`src/ira_consts.svh`:
```
// Offsets, reset values and adder constants of the increment unit
`ifndef IRA_CONSTS_SVH
`define IRA_CONSTS_SVH
// ==========================================
// Register offsets (byte addresses)
`define IRA_OFF_RELOC 8'h00
`define IRA_OFF_FLIMIT 8'h04
`define IRA_OFF_LASTADDR 8'h08
`define IRA_OFF_LASTINCR 8'h0C
// ==========================================
// Reset values
`define IRA_RST_RELOC 22'h00_0000
`define IRA_RST_FLIMIT 18'h3_FFFF
// ==========================================
// Field positions
`define IRA_BIT_OVERLIMIT 18
`define IRA_BIT_SIGN 17
// ==========================================
// Correction terms, complemented domain
`define IRA_CORR_EAC 22'h04_0001
`define IRA_CORR_NOEAC 22'h00_0002
// ==========================================
// Operand selection codes of the mode field
`define IRA_M_ADDR_K 3'h0
`define IRA_M_INDEX_K 3'h1
`define IRA_M_OPER_K 3'h2
`define IRA_M_OPER_SIDX 3'h3
`define IRA_M_ADDR_SIDX 3'h4
`define IRA_M_ADDR_NSIDX 3'h5
`define IRA_M_INDEX_SIDX 3'h6
`define IRA_M_INDEX_NSIDX 3'h7
// ==========================================
// Bus responses
`define IRA_RESP_OKAY 2'h0
`define IRA_RESP_DECERR 2'h3
`endif

```
`src/ira_pkg.sv`:
```
// Types and shared arithmetic of the increment unit
package ira_pkg;
   typedef logic [17:0] ira_word_t;
   typedef logic [21:0] ira_addr_t;
   // Low two function bits map onto these in order
   typedef enum logic [1:0] {IRA_DEST_NONE, IRA_DEST_A, IRA_DEST_B,
                             IRA_DEST_X} ira_dest_t;

   // One's-complement add with end-around carry
   function automatic ira_word_t ira_ones_add(input ira_word_t a,
                                              input ira_word_t b);
      logic [18:0] raw;
      raw = {1'b0, a} + {1'b0, b};
      return raw[17:0] + {17'h0_0000, raw[18]};
   endfunction : ira_ones_add
endpackage : ira_pkg

```
`src/ira_increment_adder.sv`:
```
// Increment unit: operand select, 18-bit and relocation adders, bus slave
//
// Decided for this implementation: the placing of the registers and register access over AXI4-Lite.
`timescale 1ns/1ps
`include "ira_consts.svh"
module ira_increment_adder (
   // Clock and reset
   input wire logic clk,
   input wire logic resetn,
   // Instruction word fields
   input wire logic [2:0] curInstrFunc,
   input wire logic [2:0] curInstrMode,
   input wire logic [2:0] curInstrDest,
   input wire ira_pkg::ira_word_t curInstrConst,
   // Source operand registers
   input wire ira_pkg::ira_word_t addrRegSource,
   input wire ira_pkg::ira_word_t indexRegSource,
   input wire ira_pkg::ira_word_t operandRegSource,
   input wire ira_pkg::ira_word_t secondIndexSource,
   // Issue control gates
   input wire logic gateIncrement,
   input wire logic gateResultToStore,
   // Destination register write
   output logic [2:0] destIndex,
   output ira_pkg::ira_word_t destData,
   output logic [59:0] operandRegDestData,
   output logic addrRegDestWe,
   output logic indexRegDestWe,
   output logic operandRegDestWe,
   // Memory controller side
   output ira_pkg::ira_addr_t storageAddress,
   output logic storageAddressValid,
   output ira_pkg::ira_word_t fieldLengthOperand,
   // AXI4-Lite write channels
   input wire logic [7:0] s_axi_awaddr,
   input wire logic s_axi_awvalid,
   output logic s_axi_awready,
   input wire logic [31:0] s_axi_wdata,
   input wire logic [3:0] s_axi_wstrb,
   input wire logic s_axi_wvalid,
   output logic s_axi_wready,
   output logic [1:0] s_axi_bresp,
   output logic s_axi_bvalid,
   input wire logic s_axi_bready,
   // AXI4-Lite read channels
   input wire logic [7:0] s_axi_araddr,
   input wire logic s_axi_arvalid,
   output logic s_axi_arready,
   output logic [31:0] s_axi_rdata,
   output logic [1:0] s_axi_rresp,
   output logic s_axi_rvalid,
   input wire logic s_axi_rready
);
   // ==========================================
   // Helpers

   // Word-aligned register hit
   function automatic logic isReg(input logic [7:0] addr,
                                  input logic [7:0] off);
      return addr[7:2] == off[7:2];
   endfunction : isReg

   // Byte-lane merge of a write
   function automatic logic [31:0] mergeBytes(input logic [31:0] old,
                                              input logic [31:0] data,
                                              input logic [3:0] strb);
      logic [31:0] res;
      res = old;
      for (int n = 0; n < 4; n++)
      begin
         if (strb[n])
            res[8*n +: 8] = data[8*n +: 8];
      end
      return res;
   endfunction : mergeBytes

   // ==========================================
   // Software registers and stage state
   ira_pkg::ira_addr_t relocBase;
   ira_pkg::ira_word_t fieldLengthLimit;
   ira_pkg::ira_addr_t psHold;
   ira_pkg::ira_addr_t pcHold;
   ira_pkg::ira_word_t incrHold;
   ira_pkg::ira_dest_t s1Dest;
   logic [2:0] s1Index;
   logic eacHold;
   logic s1Gate;
   logic s1Store;

   // ==========================================
   // Operand selection
   ira_pkg::ira_word_t opA;
   ira_pkg::ira_word_t opB;
   wire selAddr = curInstrMode == `IRA_M_ADDR_K ||
                  curInstrMode == `IRA_M_ADDR_SIDX ||
                  curInstrMode == `IRA_M_ADDR_NSIDX;
   wire selOper = curInstrMode == `IRA_M_OPER_K ||
                  curInstrMode == `IRA_M_OPER_SIDX;
   wire selK = curInstrMode == `IRA_M_ADDR_K ||
               curInstrMode == `IRA_M_INDEX_K ||
               curInstrMode == `IRA_M_OPER_K;
   wire selNegSec = curInstrMode == `IRA_M_ADDR_NSIDX ||
                    curInstrMode == `IRA_M_INDEX_NSIDX;
   // Both operands feed both adders in the same cycle
   assign opA = selAddr ? addrRegSource :
                selOper ? operandRegSource : indexRegSource;
   assign opB = selK ? curInstrConst :
                selNegSec ? ~secondIndexSource : secondIndexSource;

   // ==========================================
   // 18-bit adder, complement of B gives difference
   wire [18:0] rawSum = {1'b0, opA} + {1'b0, opB};
   wire endAroundCarry = rawSum[18];
   ira_pkg::ira_word_t incrSum;
   assign incrSum = ira_pkg::ira_ones_add(opA, opB);

   // ==========================================
   // Relocation adder first stage, complemented inputs
   ira_pkg::ira_addr_t nRel;
   ira_pkg::ira_addr_t nA;
   ira_pkg::ira_addr_t nB;
   ira_pkg::ira_addr_t psNow;
   ira_pkg::ira_addr_t pcNow;
   assign nRel = ~relocBase;
   assign nA = ~{4'h0, opA};
   assign nB = ~{4'h0, opB};

   ira_carry_save uCsa (
      .nRel(nRel),
      .nA(nA),
      .nB(nB),
      .partialSumBits(psNow),
      .partialCarryBits(pcNow)
   );

   // Destination decode from low function bits
   ira_pkg::ira_dest_t destSel;
   assign destSel = ira_pkg::ira_dest_t'(curInstrFunc[1:0]);
   wire storeReq = gateResultToStore && destSel == ira_pkg::IRA_DEST_A &&
                   curInstrDest != 3'h0;

   // Holding register, new pair each clock
   always_ff @(posedge clk or negedge resetn)
   begin
      if (!resetn)
      begin
         psHold <= 22'h00_0000;
         pcHold <= 22'h00_0000;
         incrHold <= 18'h0_0000;
         eacHold <= 1'b0;
         s1Dest <= ira_pkg::IRA_DEST_NONE;
         s1Index <= 3'h0;
         s1Gate <= 1'b0;
         s1Store <= 1'b0;
      end
      else
      begin
         psHold <= psNow;
         pcHold <= pcNow;
         incrHold <= incrSum;
         eacHold <= endAroundCarry;
         s1Dest <= destSel;
         s1Index <= curInstrDest;
         s1Gate <= gateIncrement;
         s1Store <= storeReq;
      end
   end

   // ==========================================
   // Second stage: the carry never reaches bit 18, it adds at bit 0
   ira_pkg::ira_addr_t corrTerm;
   ira_pkg::ira_addr_t nSum;
   ira_pkg::ira_addr_t relocSum;
   assign corrTerm = eacHold ? `IRA_CORR_EAC : `IRA_CORR_NOEAC;
   assign nSum = psHold + {pcHold[20:0], 1'b0} + corrTerm;
   assign relocSum = ~nSum;

   // Destination writes and sign extension
   wire wrA = s1Gate && s1Dest == ira_pkg::IRA_DEST_A;
   wire wrB = s1Gate && s1Dest == ira_pkg::IRA_DEST_B;
   wire wrX = s1Gate && s1Dest == ira_pkg::IRA_DEST_X;
   wire [59:0] signExt = {{42{incrHold[`IRA_BIT_SIGN]}}, incrHold};

   // Output stage
   always_ff @(posedge clk or negedge resetn)
   begin
      if (!resetn)
      begin
         addrRegDestWe <= 1'b0;
         indexRegDestWe <= 1'b0;
         operandRegDestWe <= 1'b0;
         destIndex <= 3'h0;
         destData <= 18'h0_0000;
         operandRegDestData <= 60'h000_0000_0000_0000;
         storageAddress <= 22'h00_0000;
         storageAddressValid <= 1'b0;
         fieldLengthOperand <= 18'h0_0000;
      end
      else
      begin
         addrRegDestWe <= wrA;
         indexRegDestWe <= wrB;
         operandRegDestWe <= wrX;
         if (s1Gate)
         begin
            destIndex <= s1Index;
            destData <= incrHold;
            operandRegDestData <= signExt;
         end
         if (s1Store)
            storageAddress <= relocSum;
         storageAddressValid <= s1Store;
         fieldLengthOperand <= incrHold;
      end
   end

   // ==========================================
   // AXI4-Lite write path
   logic awHeld;
   logic wHeld;
   logic [7:0] awAddrHeld;
   logic [31:0] wDataHeld;
   logic [3:0] wStrbHeld;
   wire awTake = s_axi_awvalid & s_axi_awready;
   wire wTake = s_axi_wvalid & s_axi_wready;
   wire doWrite = awHeld & wHeld & ~s_axi_bvalid;
   wire next_awHeld = awTake | (awHeld & ~doWrite);
   wire next_wHeld = wTake | (wHeld & ~doWrite);
   wire next_bValid = doWrite | (s_axi_bvalid & ~s_axi_bready);
   wire hitReloc = isReg(awAddrHeld, `IRA_OFF_RELOC);
   wire hitLimit = isReg(awAddrHeld, `IRA_OFF_FLIMIT);
   wire wrMapped = hitReloc | hitLimit |
                   isReg(awAddrHeld, `IRA_OFF_LASTADDR) |
                   isReg(awAddrHeld, `IRA_OFF_LASTINCR);
   wire [31:0] relocMerged = mergeBytes({10'h000, relocBase},
                                        wDataHeld, wStrbHeld);
   wire [31:0] limitMerged = mergeBytes({14'h0000, fieldLengthLimit},
                                        wDataHeld, wStrbHeld);

   // Address and data taken in either order, answer after both
   always_ff @(posedge clk or negedge resetn)
   begin
      if (!resetn)
      begin
         awHeld <= 1'b0;
         wHeld <= 1'b0;
         awAddrHeld <= 8'h00;
         wDataHeld <= 32'h0000_0000;
         wStrbHeld <= 4'h0;
         s_axi_awready <= 1'b0;
         s_axi_wready <= 1'b0;
         s_axi_bvalid <= 1'b0;
         s_axi_bresp <= `IRA_RESP_OKAY;
      end
      else
      begin
         awHeld <= next_awHeld;
         wHeld <= next_wHeld;
         if (awTake)
            awAddrHeld <= s_axi_awaddr;
         if (wTake)
         begin
            wDataHeld <= s_axi_wdata;
            wStrbHeld <= s_axi_wstrb;
         end
         s_axi_awready <= ~next_awHeld & ~next_bValid;
         s_axi_wready <= ~next_wHeld & ~next_bValid;
         s_axi_bvalid <= next_bValid;
         if (doWrite)
            s_axi_bresp <= wrMapped ? `IRA_RESP_OKAY : `IRA_RESP_DECERR;
      end
   end

   // Writable registers; status words ignore writes
   always_ff @(posedge clk or negedge resetn)
   begin
      if (!resetn)
      begin
         relocBase <= `IRA_RST_RELOC;
         fieldLengthLimit <= `IRA_RST_FLIMIT;
      end
      else if (doWrite)
      begin
         if (hitReloc)
            relocBase <= relocMerged[21:0];
         if (hitLimit)
            fieldLengthLimit <= limitMerged[17:0];
      end
   end

   // ==========================================
   // AXI4-Lite read path
   wire overLimit = fieldLengthOperand >= fieldLengthLimit;
   wire arTake = s_axi_arvalid & s_axi_arready;
   wire next_rValid = arTake | (s_axi_rvalid & ~s_axi_rready);
   wire rdReloc = isReg(s_axi_araddr, `IRA_OFF_RELOC);
   wire rdLimit = isReg(s_axi_araddr, `IRA_OFF_FLIMIT);
   wire rdAddr = isReg(s_axi_araddr, `IRA_OFF_LASTADDR);
   wire rdIncr = isReg(s_axi_araddr, `IRA_OFF_LASTINCR);
   wire rdMapped = rdReloc | rdLimit | rdAddr | rdIncr;
   wire [31:0] rdWord = rdReloc ? {10'h000, relocBase} :
                        rdLimit ? {14'h0000, fieldLengthLimit} :
                        rdAddr ? {10'h000, storageAddress} :
                        rdIncr ? {13'h0000, overLimit, fieldLengthOperand} :
                        32'h0000_0000;

   // One read at a time, data captured when address taken
   always_ff @(posedge clk or negedge resetn)
   begin
      if (!resetn)
      begin
         s_axi_arready <= 1'b0;
         s_axi_rvalid <= 1'b0;
         s_axi_rdata <= 32'h0000_0000;
         s_axi_rresp <= `IRA_RESP_OKAY;
      end
      else
      begin
         s_axi_arready <= ~next_rValid;
         s_axi_rvalid <= next_rValid;
         if (arTake)
         begin
            s_axi_rdata <= rdWord;
            s_axi_rresp <= rdMapped ? `IRA_RESP_OKAY : `IRA_RESP_DECERR;
         end
      end
   end

   // ==========================================
   // Checks
   logic [1:0] warm;
   always_ff @(posedge clk or negedge resetn)
   begin
      if (!resetn)
         warm <= 2'h0;
      else if (!warm[1])
         warm <= warm + 2'h1;
   end
endmodule : ira_increment_adder

```
`src/ira_carry_save.sv`:
```
// First stage of the relocation adder: bitwise partial sums and carries
`timescale 1ns/1ps
module ira_carry_save (
   // Complemented operand vectors
   input wire ira_pkg::ira_addr_t nRel,
   input wire ira_pkg::ira_addr_t nA,
   input wire ira_pkg::ira_addr_t nB,
   // Carry-save result
   output wire ira_pkg::ira_addr_t partialSumBits,
   output wire ira_pkg::ira_addr_t partialCarryBits
);
   // Two or more inputs high
   function automatic logic maj3(input logic x, input logic y,
                                 input logic z);
      return (x & y) | (x & z) | (y & z);
   endfunction : maj3

   // ==========================================
   // Per-bit terms
   for (genvar g = 0; g < 22; g++)
   begin : gBit
      assign partialSumBits[g] = nRel[g] ^ nA[g] ^ nB[g];
      assign partialCarryBits[g] = maj3(nRel[g], nA[g], nB[g]);
   end
endmodule : ira_carry_save

```
`config.mk`:
```
export PLATFORM = sky130hd
export DESIGN_NAME = ira_increment_adder
export DESIGN_NICKNAME = d
export VERILOG_FILES = /design/src/ira_pkg.sv /design/src/ira_increment_adder.sv /design/src/ira_carry_save.sv
export VERILOG_INCLUDE_DIRS = /design/src
export SDC_FILE = /design/constraint.sdc
export NUM_CORES = 1
export LEC_CHECK = 0
export BUFFER_PORTS_ARGS = -buffer_cell sky130_fd_sc_hd__clkbuf_2
export CAP_MARGIN = 30
export CORE_MARGIN = 5
export CORE_UTILIZATION = 54
export DETAILED_ROUTE_END_ITERATION = 10
export GPL_ROUTABILITY_DRIVEN = 0
export GPL_TIMING_DRIVEN = 0
export PLACE_DENSITY = 0.87
export REMOVE_ABC_BUFFERS = 1
export SYNTH_ARGS = -nofsm -noshare
export SYNTH_HDL_FRONTEND = slang
export SYNTH_SLANG_ARGS = --single-unit
```
`constraint.sdc`:
```
create_clock -name clk -period 3.5 [get_ports clk]
set_clock_uncertainty 0.15 [all_clocks]
set_input_delay 0.35 -clock clk [delete_from_list [all_inputs] [get_ports clk]]
set_output_delay 0.35 -clock clk [all_outputs]
set_load 0.05 [all_outputs]
```
==> key figures <==
GRT
  – Grt total ovfl: 0
  – Pin count of the biggest net entering global routing: ~120
  – Total track usage: 27.0%
  – Vias in the first global route: approximately 11000
  – First-pass GRT wire length: ~57 mm
  – Initial antenna violation count: 0

Placement
  – IO Port Bufs: approximately 300
  – Placed wire-length estimate: 25.4 mm
  – Pre-CTS WS: -2.32 ns
  – Cells after DPL: 1667
  – Cell Area, Placed: between 10000 and 15000 µm²

Synth
  – Netlist cell types: 63
  – Syn. warnings: 0
  – Post-synth EDFFs: 0
  – Register area share after synthesis: between 40% and 50%
  – Main flop type after synthesis: dfrtp_1
  – Post-synthesis instance area: between 10000 and 15000 µm²
  – Avg Cell Area, Syn: around 11 µm²
  – Asr flop ratio synth: 100%
  – Register bit total from synthesis: around 230
  – Mapped Cells: ~1100

STA
  – Unrepaired setup endpoints after global routing: true
  – Final slew viol count: 0
  – Final hold viol count: 0
  – Setup ws final: -0.724 ns
  – Final worst path period need: 4.22 ns
  – Final count of negative-setup-slack endpoints: 17
  – Hold Worst Slack: approximately 0.086 ns
  – Setup TNS: -8.24 ns
  – Max_slew headroom: 31.0%
  – Max Freq: about 0.24 GHz
  – Worst-Margin Slew: 1.03 ns
  – Period utilization: 121%

Layout
  – Fill count: 1487
  – Util after Layout: a little over two thirds
  – Fin area: between 15000 and 20000 µm²
  – Layout cells sized above 1: between 30% and 40%
  – Fin nets: roughly 1700
  – N_diodes: 0
  – Cell Count, Final, Fillers Out: ~1800
  – Syn-to-layout area delta: 27.1%

CTS
  – CTS clk-pin slew, worst paths: ~0.060 ns
  – Root buf cell: clkbuf_16
  – Clock sink count: approximately 230
  – TritonCTS clock tree: done
  – Htree depth: 1
  – TritonCTS Buffers: 24
  – Bufs on Longest Clock Path: 3
  – Skew-Pair Late Insertion Delay: between 0.5 and 0.6 ns

Worst setup path
  – Critical Path Most Common Cell: a21o_1
  – Buf/Inv on CP: 6
  – FF-to-FF setup slack: -0.06 ns
  – Crit path max fanout: 4
  – Worst Path Arrival: roughly 4.4 ns
  – Critical Path End Type: flip-flop
  – CP required: 3.70 ns
  – Startpoint Class: input pin
  – Worst path top cell family by delay: compound AO/OA/AOI/OAI gates
  – Slowest stage cell on the critical path: fa_2
  – Crit Path Class: in2reg
  – CP peak stage delay: 0.34 ns

Floorplan
  – Die W: about 160 µm
  – Core area: approximately 24000 µm²
  – Initial core utilization: a little over half
  – Die Y: approximately 160 µm
  – Io pins: 326
  – Row count: 56
  – Die area: roughly 27000 µm²

Power
  – Power Dens Cells: just under 1000 nW/µm²
  – LEAKAGE: between 7 and 8 nW
  – VDD IR-drop max: around 0.60 mV
  – Total power: around 16 mW

Routing
  – Drt pass-1 iters: 5
  – Via density per instance: between 5 and 6
  – Routed len/inst: roughly 22 µm
  – Initial DRC count: roughly 1000
  – Vias: 10166
  – Final ANT Viol Nets: 0
  – DRC errors left: 0
  – Routed wire length: about 40 mm

Flow run
  – Max-Cap Viols: 0

Min path
  – Hold Path Class: in2async

Outcome
  – Failing checks: setup timing
  – Status: finished with violations
==> synth_stat cells (all sizes together) (27+ instances only) <==
master | count | area share, %
a21oi | 63 | 2.4
buf | 75 | 4.3
clkbuf | 28 | 0.81
dfrtp | 216 | 42
ha | 94 | 9.1
inv | 96 | 2.8
mux2 | 95 | 8.3
nand2 | 66 | 1.9
nor2 | 59 | 1.7
o21ai | 38 | 1.5
xnor2 | 37 | 2.5
xor2 | 27 | 1.8
==> per-layer routing <==
layer / wire (µm) / global-route usage (%) / up-vias
met2: 19900 / 47.1 / 533
li1: - / - / 4465
met4: 1870 / 11.6 / 0
met1: 14800 / 33.5 / 5036
met5: 0 / 0 / -
met3: 2560 / 3.92 / 132
==> final timing paths <==
check	cells past startpoint	start	to
max	28	curInstrMode[2]	incrHold[12]$_DFF_PN0_
min	2	resetn	incrHold[0]$_DFF_PN0_
max reg2reg	13	eacHold$_DFF_PN0_	storageAddress[13]$_DFFE_PN0P_
min reg2reg	0	incrHold[8]$_DFF_PN0_	fieldLengthOperand[8]$_DFF_PN0_
max in group asynchronous	4	resetn	fieldLengthLimit[16]$_DFFE_PN1P_
min in group clk	3	s_axi_awvalid	awHeld$_DFF_PN0_
==> registers in the layout, summed over array words and instances (netlist names), 2 cells and up <==
name,count
wDataHeld,22
relocBase,22
s1Index,3
incrHold,18
fieldLengthOperand,18
fieldLengthLimit,18
psHold,22
s1Dest,2
storageAddress,22
awAddrHeld,6
pcHold,19
destIndex,3
s_axi_rdata,22
wStrbHeld,3
operandRegDestData,18
==> cells by family (layout without fill, tap and decap cells) <==
kind of cell / count (synthesis) / after routing / share of synthesized area, %
DFF: 234 / 234 / 45.5
and+or+nand+nor: 191 / 191 / 6.85
buffers and inverters: 199 / 525 / 7.87
adders and majority gates: 116 / 116 / 12.5
muxes: 135 / 135 / 13.1
AOI/OAI and AO/OA: 193 / 193 / 9.75
xor gates and xnor gates: 64 / 64 / 4.34
other: 2 / 11 / 0.0581
==> cells in the final DEF, fill, tap and decap left out, drive strengths merged, types with 38 or more instances in the layout <==
cell type / instances
a21oi: 63
buf: 44
clkbuf: 336
dfrtp: 216
dlygate4sd3: 42
ha: 94
inv: 95
mux2: 95
nand2: 66
nor2: 59
o21ai: 38
==> where the power goes <==
group | internal, mW | switching [mW] | total, mW
clock network | 1.45 | 1.07 | 2.52
logic | 2.98 | 6.07 | 9.05
registers | 3.72 | 0.870 | 4.59
total | 8.15 | 8.01 | 16.2
==> cell type report <==
| type | instances | area, µm² | area share (%) |
|---|---|---|---|
| Multi-Input combinational cell | 710 | 6460 | 39.4 |
| Sequential cell | 234 | 5880 | 35.8 |
| Timing Repair Buffer | 386 | 2520 | 15.4 |
| Clock buffer | 37 | 739 | 4.50 |
| Tap cell | 319 | 399 | 2.43 |
| Inverter | 96 | 373 | 2.27 |
| Clock inverter | 6 | 43.8 | 0.267 |
==> timing repair <==
action / CTS / global route
hold buffers: 42 / 0
cloned: 1 / 0
buffers inserted: 18 / 17
resized for setup: 66 / 42
endpoints found under the hold margin: 161 / 0
pin swaps: 26 / 27
setup endpoints to repair: 26 / 26
Power figures use the tool's default switching activity.
